### src/hdl/dpm_consts.svh
`ifndef DPM_CONSTS_SVH
`define DPM_CONSTS_SVH

// ----------------------------------------------------------------
// register indices (byte address is four times the index)
// ----------------------------------------------------------------
`define DPM_IDX_MAP_0 8'h60
`define DPM_IDX_MAP_1 8'h61
`define DPM_IDX_MAP_2 8'h62
`define DPM_IDX_MAP_3 8'h63
`define DPM_IDX_MAP_4 8'h64
`define DPM_IDX_LAST 8'h6F

// ----------------------------------------------------------------
// table geometry and reset values
// ----------------------------------------------------------------
`define DPM_NUM_REGS 16
`define DPM_NUM_CODES 64
`define DPM_FIELDS_PER_REG 4
`define DPM_FIELD_W 2
`define DPM_REG_W 8
`define DPM_REG_RESET 8'h00
`define DPM_CODE_LSB 2
`define DPM_CODE_MSB 7

`endif

### src/hdl/dpm_pkg.sv
package dpm_pkg;

  typedef logic [1:0] dpm_prio_t;
  typedef logic [5:0] dpm_code_t;

  typedef struct packed {
    logic valid;
    logic ipv6;
    logic [7:0] tos;
  } dpm_req_t;

  typedef struct packed {
    logic valid;
    logic ipv6;
    dpm_code_t code;
    dpm_prio_t prio;
  } dpm_rsp_t;

  typedef enum logic [0:0] {
    DPM_BUS_IDLE,
    DPM_BUS_DONE
  } dpm_bus_state_t;

endpackage

### src/hdl/dpm_priority_map.sv
// Overview of operation
// - bits 7:2 of the service octet decode into one of 64 codes
// - a 128-bit table of 2-bit fields; the selected field is the priority
// - IPv4 and IPv6 frames use the very same lookup
// - index 0x60 holds codes 0x00 to 0x03, lowest code in bits 1-0
// - index 0x61 holds codes 0x04 to 0x07, lowest code in bits 1-0
// - index 0x62 holds codes 0x08 to 0x0B, lowest code in bits 1-0
// - index 0x63 bits 7-6 give the priority of code 0x0F
// - every field is read/write and resets to 00
// - codes from 0x10 continue from index 0x64 in the same layout
//
// Register access over Avalon-MM is this design's own decision.
`timescale 1ns/1ps
`default_nettype none
`include "dpm_consts.svh"

module dpm_priority_map (
  // clock and reset
  input wire logic core_clk,
  input wire logic arst_n,
  // avalon-mm slave, byte addressed
  input wire logic [9:0] avs_address,
  input wire logic avs_read,
  input wire logic avs_write,
  input wire logic [31:0] avs_writedata,
  input wire logic [3:0] avs_byteenable,
  output logic [31:0] avs_readdata,
  output logic avs_waitrequest,
  // classification request and answer
  input wire dpm_pkg::dpm_req_t cls_req,
  output dpm_pkg::dpm_rsp_t cls_rsp
);
  import dpm_pkg::*;

  // ----------------------------------------------------------------
  // register file
  // ----------------------------------------------------------------
  logic [`DPM_REG_W-1:0] map_q [`DPM_NUM_REGS];
  logic [7:0] reg_idx;
  logic hit;
  logic [3:0] sel;
  logic wr_fire;
  dpm_bus_state_t bus_q;

  assign reg_idx = avs_address[9:2];
  assign hit = (reg_idx >= `DPM_IDX_MAP_0) && (reg_idx <= `DPM_IDX_LAST);
  assign sel = 4'(reg_idx - `DPM_IDX_MAP_0);
  // write lands only on the edge where waitrequest is seen low
  assign wr_fire = (bus_q == DPM_BUS_DONE) && avs_write && hit && avs_byteenable[0];

  // one generate loop covers 0x60..0x63 and the run from 0x64 upward
  genvar r;
  generate
    for (r = 0; r < `DPM_NUM_REGS; r++) begin : g_reg
      always_ff @(posedge core_clk or negedge arst_n) begin
        if (!arst_n) begin
          map_q[r] <= `DPM_REG_RESET;
        end else if (wr_fire && (sel == 4'(r))) begin
          map_q[r] <= avs_writedata[`DPM_REG_W-1:0];
        end
      end
    end
  endgenerate

  // ----------------------------------------------------------------
  // bus handshake: one wait cycle, then completion
  // ----------------------------------------------------------------
  always_ff @(posedge core_clk or negedge arst_n) begin
    if (!arst_n) begin
      bus_q <= DPM_BUS_IDLE;
      avs_waitrequest <= 1'b1;
    end else begin
      unique case (bus_q)
        DPM_BUS_IDLE: begin
          if (avs_read || avs_write) begin
            bus_q <= DPM_BUS_DONE;
            avs_waitrequest <= 1'b0;
          end
        end
        DPM_BUS_DONE: begin
          bus_q <= DPM_BUS_IDLE;
          avs_waitrequest <= 1'b1;
        end
      endcase
    end
  end

  // unmapped reads answer zero; upper bits always zero
  always_ff @(posedge core_clk or negedge arst_n) begin
    if (!arst_n) begin
      avs_readdata <= 32'h0000_0000;
    end else if (bus_q == DPM_BUS_IDLE && avs_read) begin
      avs_readdata <= hit ? {24'h00_0000, map_q[sel]} : 32'h0000_0000;
    end
  end

  // ----------------------------------------------------------------
  // lookup
  // ----------------------------------------------------------------
  dpm_code_t code;
  logic [`DPM_NUM_CODES-1:0] onehot;
  logic [`DPM_FIELD_W-1:0] masked [`DPM_NUM_CODES];
  dpm_prio_t prio_sel;

  // ipv6 flag only travels along; no branch on it
  assign code = cls_req.tos[`DPM_CODE_MSB:`DPM_CODE_LSB];

  genvar c;
  generate
    for (c = 0; c < `DPM_NUM_CODES; c++) begin : g_code
      assign onehot[c] = (code == 6'(c));
      // field c sits in register c/4 at bits 2*(c%4)+1 : 2*(c%4)
      assign masked[c] = onehot[c] ? map_q[c / 4][2*(c % 4) +: 2] : 2'h0;
    end
  endgenerate

  always_comb begin
    prio_sel = 2'h0;
    for (int i = 0; i < `DPM_NUM_CODES; i++) begin
      prio_sel = prio_sel | masked[i];
    end
  end

  // table read uses state before this edge's write: same-cycle write affects next frame
  always_ff @(posedge core_clk or negedge arst_n) begin
    if (!arst_n) begin
      cls_rsp <= '0;
    end else begin
      cls_rsp.valid <= cls_req.valid;
      cls_rsp.ipv6 <= cls_req.ipv6;
      cls_rsp.code <= code;
      cls_rsp.prio <= cls_req.valid ? prio_sel : 2'h0;
    end
  end

endmodule // dpm_priority_map

`default_nettype wire

### config.mk
export PLATFORM = sky130hd
export DESIGN_NAME = dpm_priority_map
export DESIGN_NICKNAME = d
export VERILOG_FILES = /design/src/hdl/dpm_pkg.sv /design/src/hdl/dpm_priority_map.sv
export VERILOG_INCLUDE_DIRS = /design/src /design/src/hdl
export SDC_FILE = /design/constraint.sdc
export NUM_CORES = 1
export LEC_CHECK = 0
export BUFFER_PORTS_ARGS = -buffer_cell sky130_fd_sc_hd__clkbuf_2
export CAP_MARGIN = 10
export CORE_MARGIN = 10
export CORE_UTILIZATION = 55
export CTS_BUF_LIST = sky130_fd_sc_hd__clkbuf_8
export DETAILED_ROUTE_END_ITERATION = 12
export PLACE_DENSITY = 0.79
export SYNTH_ARGS = -nofsm -noshare
export SYNTH_HDL_FRONTEND = slang
export SYNTH_SLANG_ARGS = --single-unit
### constraint.sdc
create_clock -name core_clk -period 2.1 [get_ports core_clk]
set_clock_uncertainty 0.1 [all_clocks]
set_input_delay 0.315 -clock core_clk [delete_from_list [all_inputs] [get_ports core_clk]]
set_output_delay 0.315 -clock core_clk [all_outputs]
set_load 0.005 [all_outputs]
==> results.json, run 1 <==
{
  "outcome": "finished with violations",
  "violations": "negative setup slack",
  "critPathKind": "register to register",
  "rsz0062_at_grt": "yes",
  "hold_path_class": "primary input to register",
  "cts_made_buffers": 17,
  "synth_edf_count": 0,
  "dr.first_iter.drc_count": 824,
  "clockBufferDepth": 2,
  "drv_cap": 0,
  "routedWlPerCell_um": 26.60,
  "start_kind": "register",
  "pin_count": 103,
  "yosysTopAreaCellShare": 0.4548,
  "final_nets": 829,
  "finalHoldViolCount": 0,
  "dpl.hpwl_um": 19300,
  "fillers": 1093,
  "period_needed_ns": 2.346,
  "ys_seq_area_frac": 0.4581,
  "whs_ns": 0.02889,
  "firstDrtPassIters": 5,
  "grt_pass1_vias": 6430,
  "powerDensity_mw_per_mm2": 619.7,
  "required_ns": 2.34,
  "cts_max_level": 4,
  "start_util": 0.5586,
  "cts_num_sinks": 148,
  "cp_slowest_cell": "or4b_1",
  "postSynth.asyncResetShare": 1.000,
  "place_area_mm2": 0.009219,
  "drc": 0,
  "grt_first_pass_wirelength_um": 39730,
  "yosysUniqueCellTypes": 62,
  "cts_tree": "done",
  "fin_total_pwr_uw": 6035,
  "end_kind": "register",
  "power_leakage_uw": 0.004644,
  "worstMarginPinSlew_ns": 0.8078,
  "final_antenna_net_count": 0,
  "io_buffers": 47,
  "netlist_area_mm2": 0.008088,
  "antenna_found_initial": 2,
  "die_x_um": 141.3,
  "ctsRootBufferMaster": "clkbuf_8",
  "grt_max_degree": 47,
  "worstSkewPairLatency_ns": 0.47,
  "synth_area_leaders": "dfrtp_1, mux2_2, mux4_2",
  "place.gp.congestion": 1.022,
  "ir_drop_v": 0.0005530,
  "slew_headroom": 0.4541,
  "dieArea_mm2": 0.01996,
  "fp.dieH_um": 141.3,
  "area_delta_synth_final_pct": 20.41,
  "syn-instance-count": 632,
  "num_vias": 6233,
  "drt-total-wl_um": 25750,
  "synth_warnings": 0,
  "slowest_delay_ns": 0.48,
  "finalWorstSetupSlack_ns": -0.2465,
  "synth.ff_latch_count": 148,
  "vias_per_cell": 6.439,
  "critical_path.max_fanout": 3,
  "ys.flop_type": "dfrtp_1",
  "final_layout_size_suffix_gt1_frac": 0.4949,
  "finalSetupTns_ns": -0.2465,
  "clk_pin_slew_ns": 0.08,
  "fin_crit_sh": 1.117,
  "maxSlewViolCount": 0,
  "critPathArrivalTime_ns": 2.59,
  "avgSynthCellArea_um2": 12.80,
  "core.rowCount": 44,
  "post-route-util": 0.6726,
  "crit_chain": "mux2_4, a32o_1, a2111oi_2, a31oi_1, or4b_1, o41a_1",
  "track_usage": 0.2615,
  "yosysTopAreaCell": "dfrtp_1",
  "finalInstanceArea_mm2": 0.009738,
  "max_freq_mhz": 426.2,
  "core_mm2": 0.01448,
  "grt-ovfl-total": 0,
  "finalSetupViolCount": 1
}
-- final timing paths --
path                                  from         endpoint  slack [ns]  cells past startpoint
min in group asynchronous           arst_n        map_q[64]        0.24                      2
max in group asynchronous           arst_n        map_q[15]        1.01                      3
hold / removal                    avs_read            bus_q        0.03                      3
hold reg to reg            avs_readdata[7]  avs_readdata[7]        0.39                      2
setup / recovery                 map_q[48]       cls_rsp[0]       -0.25                      6
setup reg to reg                 map_q[48]       cls_rsp[0]       -0.25                      6
-- critical path: cells and delay by family, from the launching register on --
kind | cells | cell delay (ns)
and+or+nand+nor | 1 | 0.48
DFF | 1 | 0.42
muxes | 1 | 0.27
AOI/OAI and AO/OA | 4 | 0.96
-- cells by family (layout without fill, tap and decap cells) --
family | count (synthesis) | count (layout) | share of synthesized area
DFF | 148 | 148 | 0.4581
buffers and inverters | 82 | 209 | 0.05167
other | 1 | 26 | 0.0004637
AOI/OAI and AO/OA | 75 | 75 | 0.06637
and+or+nand+nor | 132 | 132 | 0.09607
muxes | 194 | 194 | 0.3274
-- report_power, final --
part           total [µW]  switching [µW]  leakage, µW  internal [µW]
Sequential           2940            43.9      0.00203           2900
Combinational         643             371      0.00240            271
Clock                2450            1140     0.000217           1310
Total                6040            1560      0.00464           4480
-- placed cells by master (no fill, tap or decap), drive strengths merged, types with 6 or more instances in the layout --
cell type  netlist  layout
nor2            11      11
nand4           12      12
mux2           141     141
nand3           13      13
mux2i           11      11
nand3b           8       8
dfrtp          147     147
buf             41     114
clkbuf          29      67
inv             12      16
o21ai           18      18
a221oi           6       6
nor3b            9       9
nor3             6       6
a21oi            7       7
conb             1      24
a31oi            8       8
nor2b           13      13
nand2           34      34
mux4            42      42
-- cell usage after synthesis (all sizes together), types with 6 or more instances --
| master | n |
|---|---|
| nor2 | 11 |
| a31oi | 8 |
| inv | 12 |
| nand2 | 34 |
| o21ai | 18 |
| nand3 | 13 |
| mux2i | 11 |
| buf | 41 |
| a221oi | 6 |
| mux2 | 141 |
| dfrtp | 147 |
| nor3b | 9 |
| nor2b | 13 |
| mux4 | 42 |
| a21oi | 7 |
| nor3 | 6 |
| clkbuf | 29 |
| nand4 | 12 |
| nand3b | 8 |
-- registers in the layout, indices dropped and copies added (netlist names) --
| name | cells |
|---|---|
| avs_readdata | 8 |
| bus_q | 1 |
| cls_rsp | 10 |
| map_q | 128 |
| avs_waitrequest | 1 |
-- final cells by class --
class | instances | area [µm²] | area share
Clock inverter | 11 | 147.6 | 0.01516
Inverter | 12 | 45.04 | 0.004625
Clock buffer | 21 | 289.0 | 0.02968
Antenna cell | 2 | 5.005 | 0.0005139
Timing Repair Buffer | 165 | 1252 | 0.1286
Sequential cell | 148 | 3705 | 0.3804
Tap cell | 184 | 230.2 | 0.02364
Multi-Input combinational cell | 425 | 4064 | 0.4173
-- through the flow --
step / setup WS [ns] / std cells
2_1_floorplan: -0.1455 / 655
3_3_place_gp: -0.3508 / 927
3_5_place_dp: -0.4192 / 927
4_1_cts: -0.2367 / 964
5_1_grt: -0.2874 / 966
6_report: -0.2465 / 968
-- layer usage --
layer	vias up	share of wire	global-route usage
met5	-	0	0
met4	0	0.021	0.07880
met3	44	0.092	0.08712
met2	336	0.47	0.4011
met1	3222	0.42	0.3453
li1	2631	-	-
-- timing repair --
action,in CTS,in global routing
buffers inserted,0,2
hold endpoints to repair,46,0
resized for setup,0,3
hold buffers,5,0
endpoints found under the setup margin,1,16
(Power assumes the default switching activity.)
==> run 2, diff against run 1 <==
--- a/config.mk
+++ b/config.mk
@@ -8,3 +8,3 @@
 export LEC_CHECK = 0
-export BUFFER_PORTS_ARGS = -buffer_cell sky130_fd_sc_hd__clkbuf_2
+export BUFFER_PORTS_ARGS = -buffer_cell sky130_fd_sc_hd__buf_2
 export CAP_MARGIN = 10
@@ -13,2 +13,3 @@
 export CTS_BUF_LIST = sky130_fd_sc_hd__clkbuf_8
+export CTS_CLUSTER_SIZE = 12
 export DETAILED_ROUTE_END_ITERATION = 12
--- a/constraint.sdc
+++ b/constraint.sdc
@@ -4,2 +4,2 @@
 set_output_delay 0.315 -clock core_clk [all_outputs]
-set_load 0.005 [all_outputs]
+set_load 0.1 [all_outputs]
==> run 2 against run 1 <==
The run still ends with negative setup slack left; first-iteration DRC count decreased by 4.0%; clock power decreased by 3%; critical endpoint unchanged; sequential power about the same.
==> results.json, run 2 (synthesis results as in run 1) <==
{
  "outcome": "finished with violations",
  "violations": "negative setup slack",
  "track_usage": 0.2515,
  "final_antenna_net_count": 0,
  "ctsRootBufferMaster": "clkbuf_8",
  "core_mm2": 0.01448,
  "io_buffers": 47,
  "die_x_um": 141.3,
  "top_register": "map_q",
  "ir_drop_v": 0.0003835,
  "min_from": "avs_read",
  "routedWlPerCell_um": 25.56,
  "vias_per_cell": 6.440,
  "start_kind": "register",
  "cp_slowest_cell": "or4b_1",
  "critPathKind": "register to register",
  "period_needed_ns": 2.286,
  "r2r-start": "map_q[48]",
  "whs_ns": 0.04236,
  "clockBufferDepth": 2,
  "reg.largest.list": "map_q x128, cls_rsp x10, avs_readdata x8",
  "final_layout_size_suffix_gt1_frac": 0.5000,
  "area_delta_synth_final_pct": 21.12,
  "fillers": 1066,
  "critical_path.max_fanout": 2,
  "dpl.hpwl_um": 19040,
  "cts_made_buffers": 17,
  "required_ns": 2.33,
  "num_vias": 6292,
  "dr.first_iter.drc_count": 791,
  "reg2regPathDepth": 6,
  "powerDensity_mw_per_mm2": 637.2,
  "dieArea_mm2": 0.01996,
  "pin_count": 103,
  "fin_crit_sh": 1.089,
  "r2r-end": "cls_rsp[0]",
  "finalSetupViolCount": 1,
  "crit_end": "cls_rsp[0]",
  "cts_tree": "done",
  "drv_cap": 0,
  "slowest_delay_ns": 0.47,
  "reg2reg_slack_ns": -0.19,
  "core.rowCount": 44,
  "crit_chain": "mux2_4, a32o_1, a2111oi_2, a31oi_1, or4b_1, o41a_1",
  "hold_path_class": "primary input to register",
  "grt_max_degree": 57,
  "finalHoldViolCount": 0,
  "clk_pin_slew_ns": 0.08,
  "drt-total-wl_um": 24970,
  "final_nets": 839,
  "worstMarginPinSlew_ns": 0.7222,
  "drc": 0,
  "firstDrtPassIters": 5,
  "place.gp.congestion": 0.9792,
  "grt-ovfl-total": 0,
  "fp.dieH_um": 141.3,
  "post-place-ws_ns": -0.3698,
  "critPathArrivalTime_ns": 2.52,
  "grt_pass1_vias": 6378,
  "start_util": 0.5586,
  "cp-startpoint": "map_q[48]",
  "maxSlewViolCount": 0,
  "final_common_cell": "dfrtp_1",
  "power_leakage_uw": 0.004704,
  "fin_total_pwr_uw": 6241,
  "worstSkewPairLatency_ns": 0.46,
  "slew_headroom": 0.5141,
  "antenna_found_initial": 2,
  "finalWorstSetupSlack_ns": -0.1864,
  "grt_first_pass_wirelength_um": 38450,
  "largest_reg_flops": 128,
  "max_freq_mhz": 437.4,
  "cts_max_level": 4,
  "end_kind": "register",
  "rsz0062_at_grt": "yes",
  "cts_num_sinks": 148,
  "layout_common_cells": "dfrtp_1, mux2_2, buf_4"
}
[run 2: worst min path at each step]
| stage | end | slack, ns | cells after the start |
|---|---|---|---|
| floorplan | avs_readdata[0] | -0.08 | 0 |
| global placement | map_q[24] | 0.15 | 1 |
| detailed placement | map_q[0] | 0.15 | 1 |
| CTS | bus_q | 0.02 | 3 |
| global route | cls_rsp[7] | 0.04 | 2 |
| finish | bus_q | 0.04 | 3 |
[run 2: worst max-delay path: cells and delay by family (launching register included)]
family,cells,cell delay (ns)
flip-flops,1,0.40
AO/OA/AOI/OAI,4,0.93
AND/OR/NAND/NOR,1,0.47
multiplexers,1,0.27
[run 2: metrics by stage]
step	utilization	TNS, ns	cells	area [µm²]
2_1_floorplan	-	-0.1455	655	8188
3_3_place_gp	0.6400	-4.936	935	9266
3_5_place_dp	0.6400	-9.482	935	9266
4_1_cts	0.6736	-0.1713	974	9753
5_1_grt	0.6764	-0.2777	976	9793
6_report	0.6765	-0.1864	977	9796
[run 2: layout make-up]
cell class                      count  area, µm²  share of cell area
Sequential cell                   148       3705              0.3782
Multi-Input combinational cell    425       4069              0.4154
Antenna cell                        1      2.502           0.0002555
Clock inverter                     14      173.9             0.01775
Timing Repair Buffer              175       1323              0.1350
Clock buffer                       18      247.7             0.02529
Tap cell                          184      230.2             0.02350
Inverter                           12      45.04            0.004598
[run 2: where the power goes]
part           leakage, µW  switching (µW)  internal [µW]
combinational      0.00245             648            278
clock             0.000223            1070           1300
sequential         0.00203            43.0           2900
[run 2: timing repair]
item	in CTS	in global routing
setup endpoints to repair	1	35
cloned	0	1
hold endpoints to repair	64	0
gates resized for setup	0	9
hold buffers	5	0
setup buffers	2	1
pin swaps	0	0
[run 2: routing by layer]
metal	part of all wire	global-route usage
met5	0.00052	0
met4	0.024	0.08478
met3	0.094	0.05741
met2	0.46	0.3820
met1	0.42	0.3487
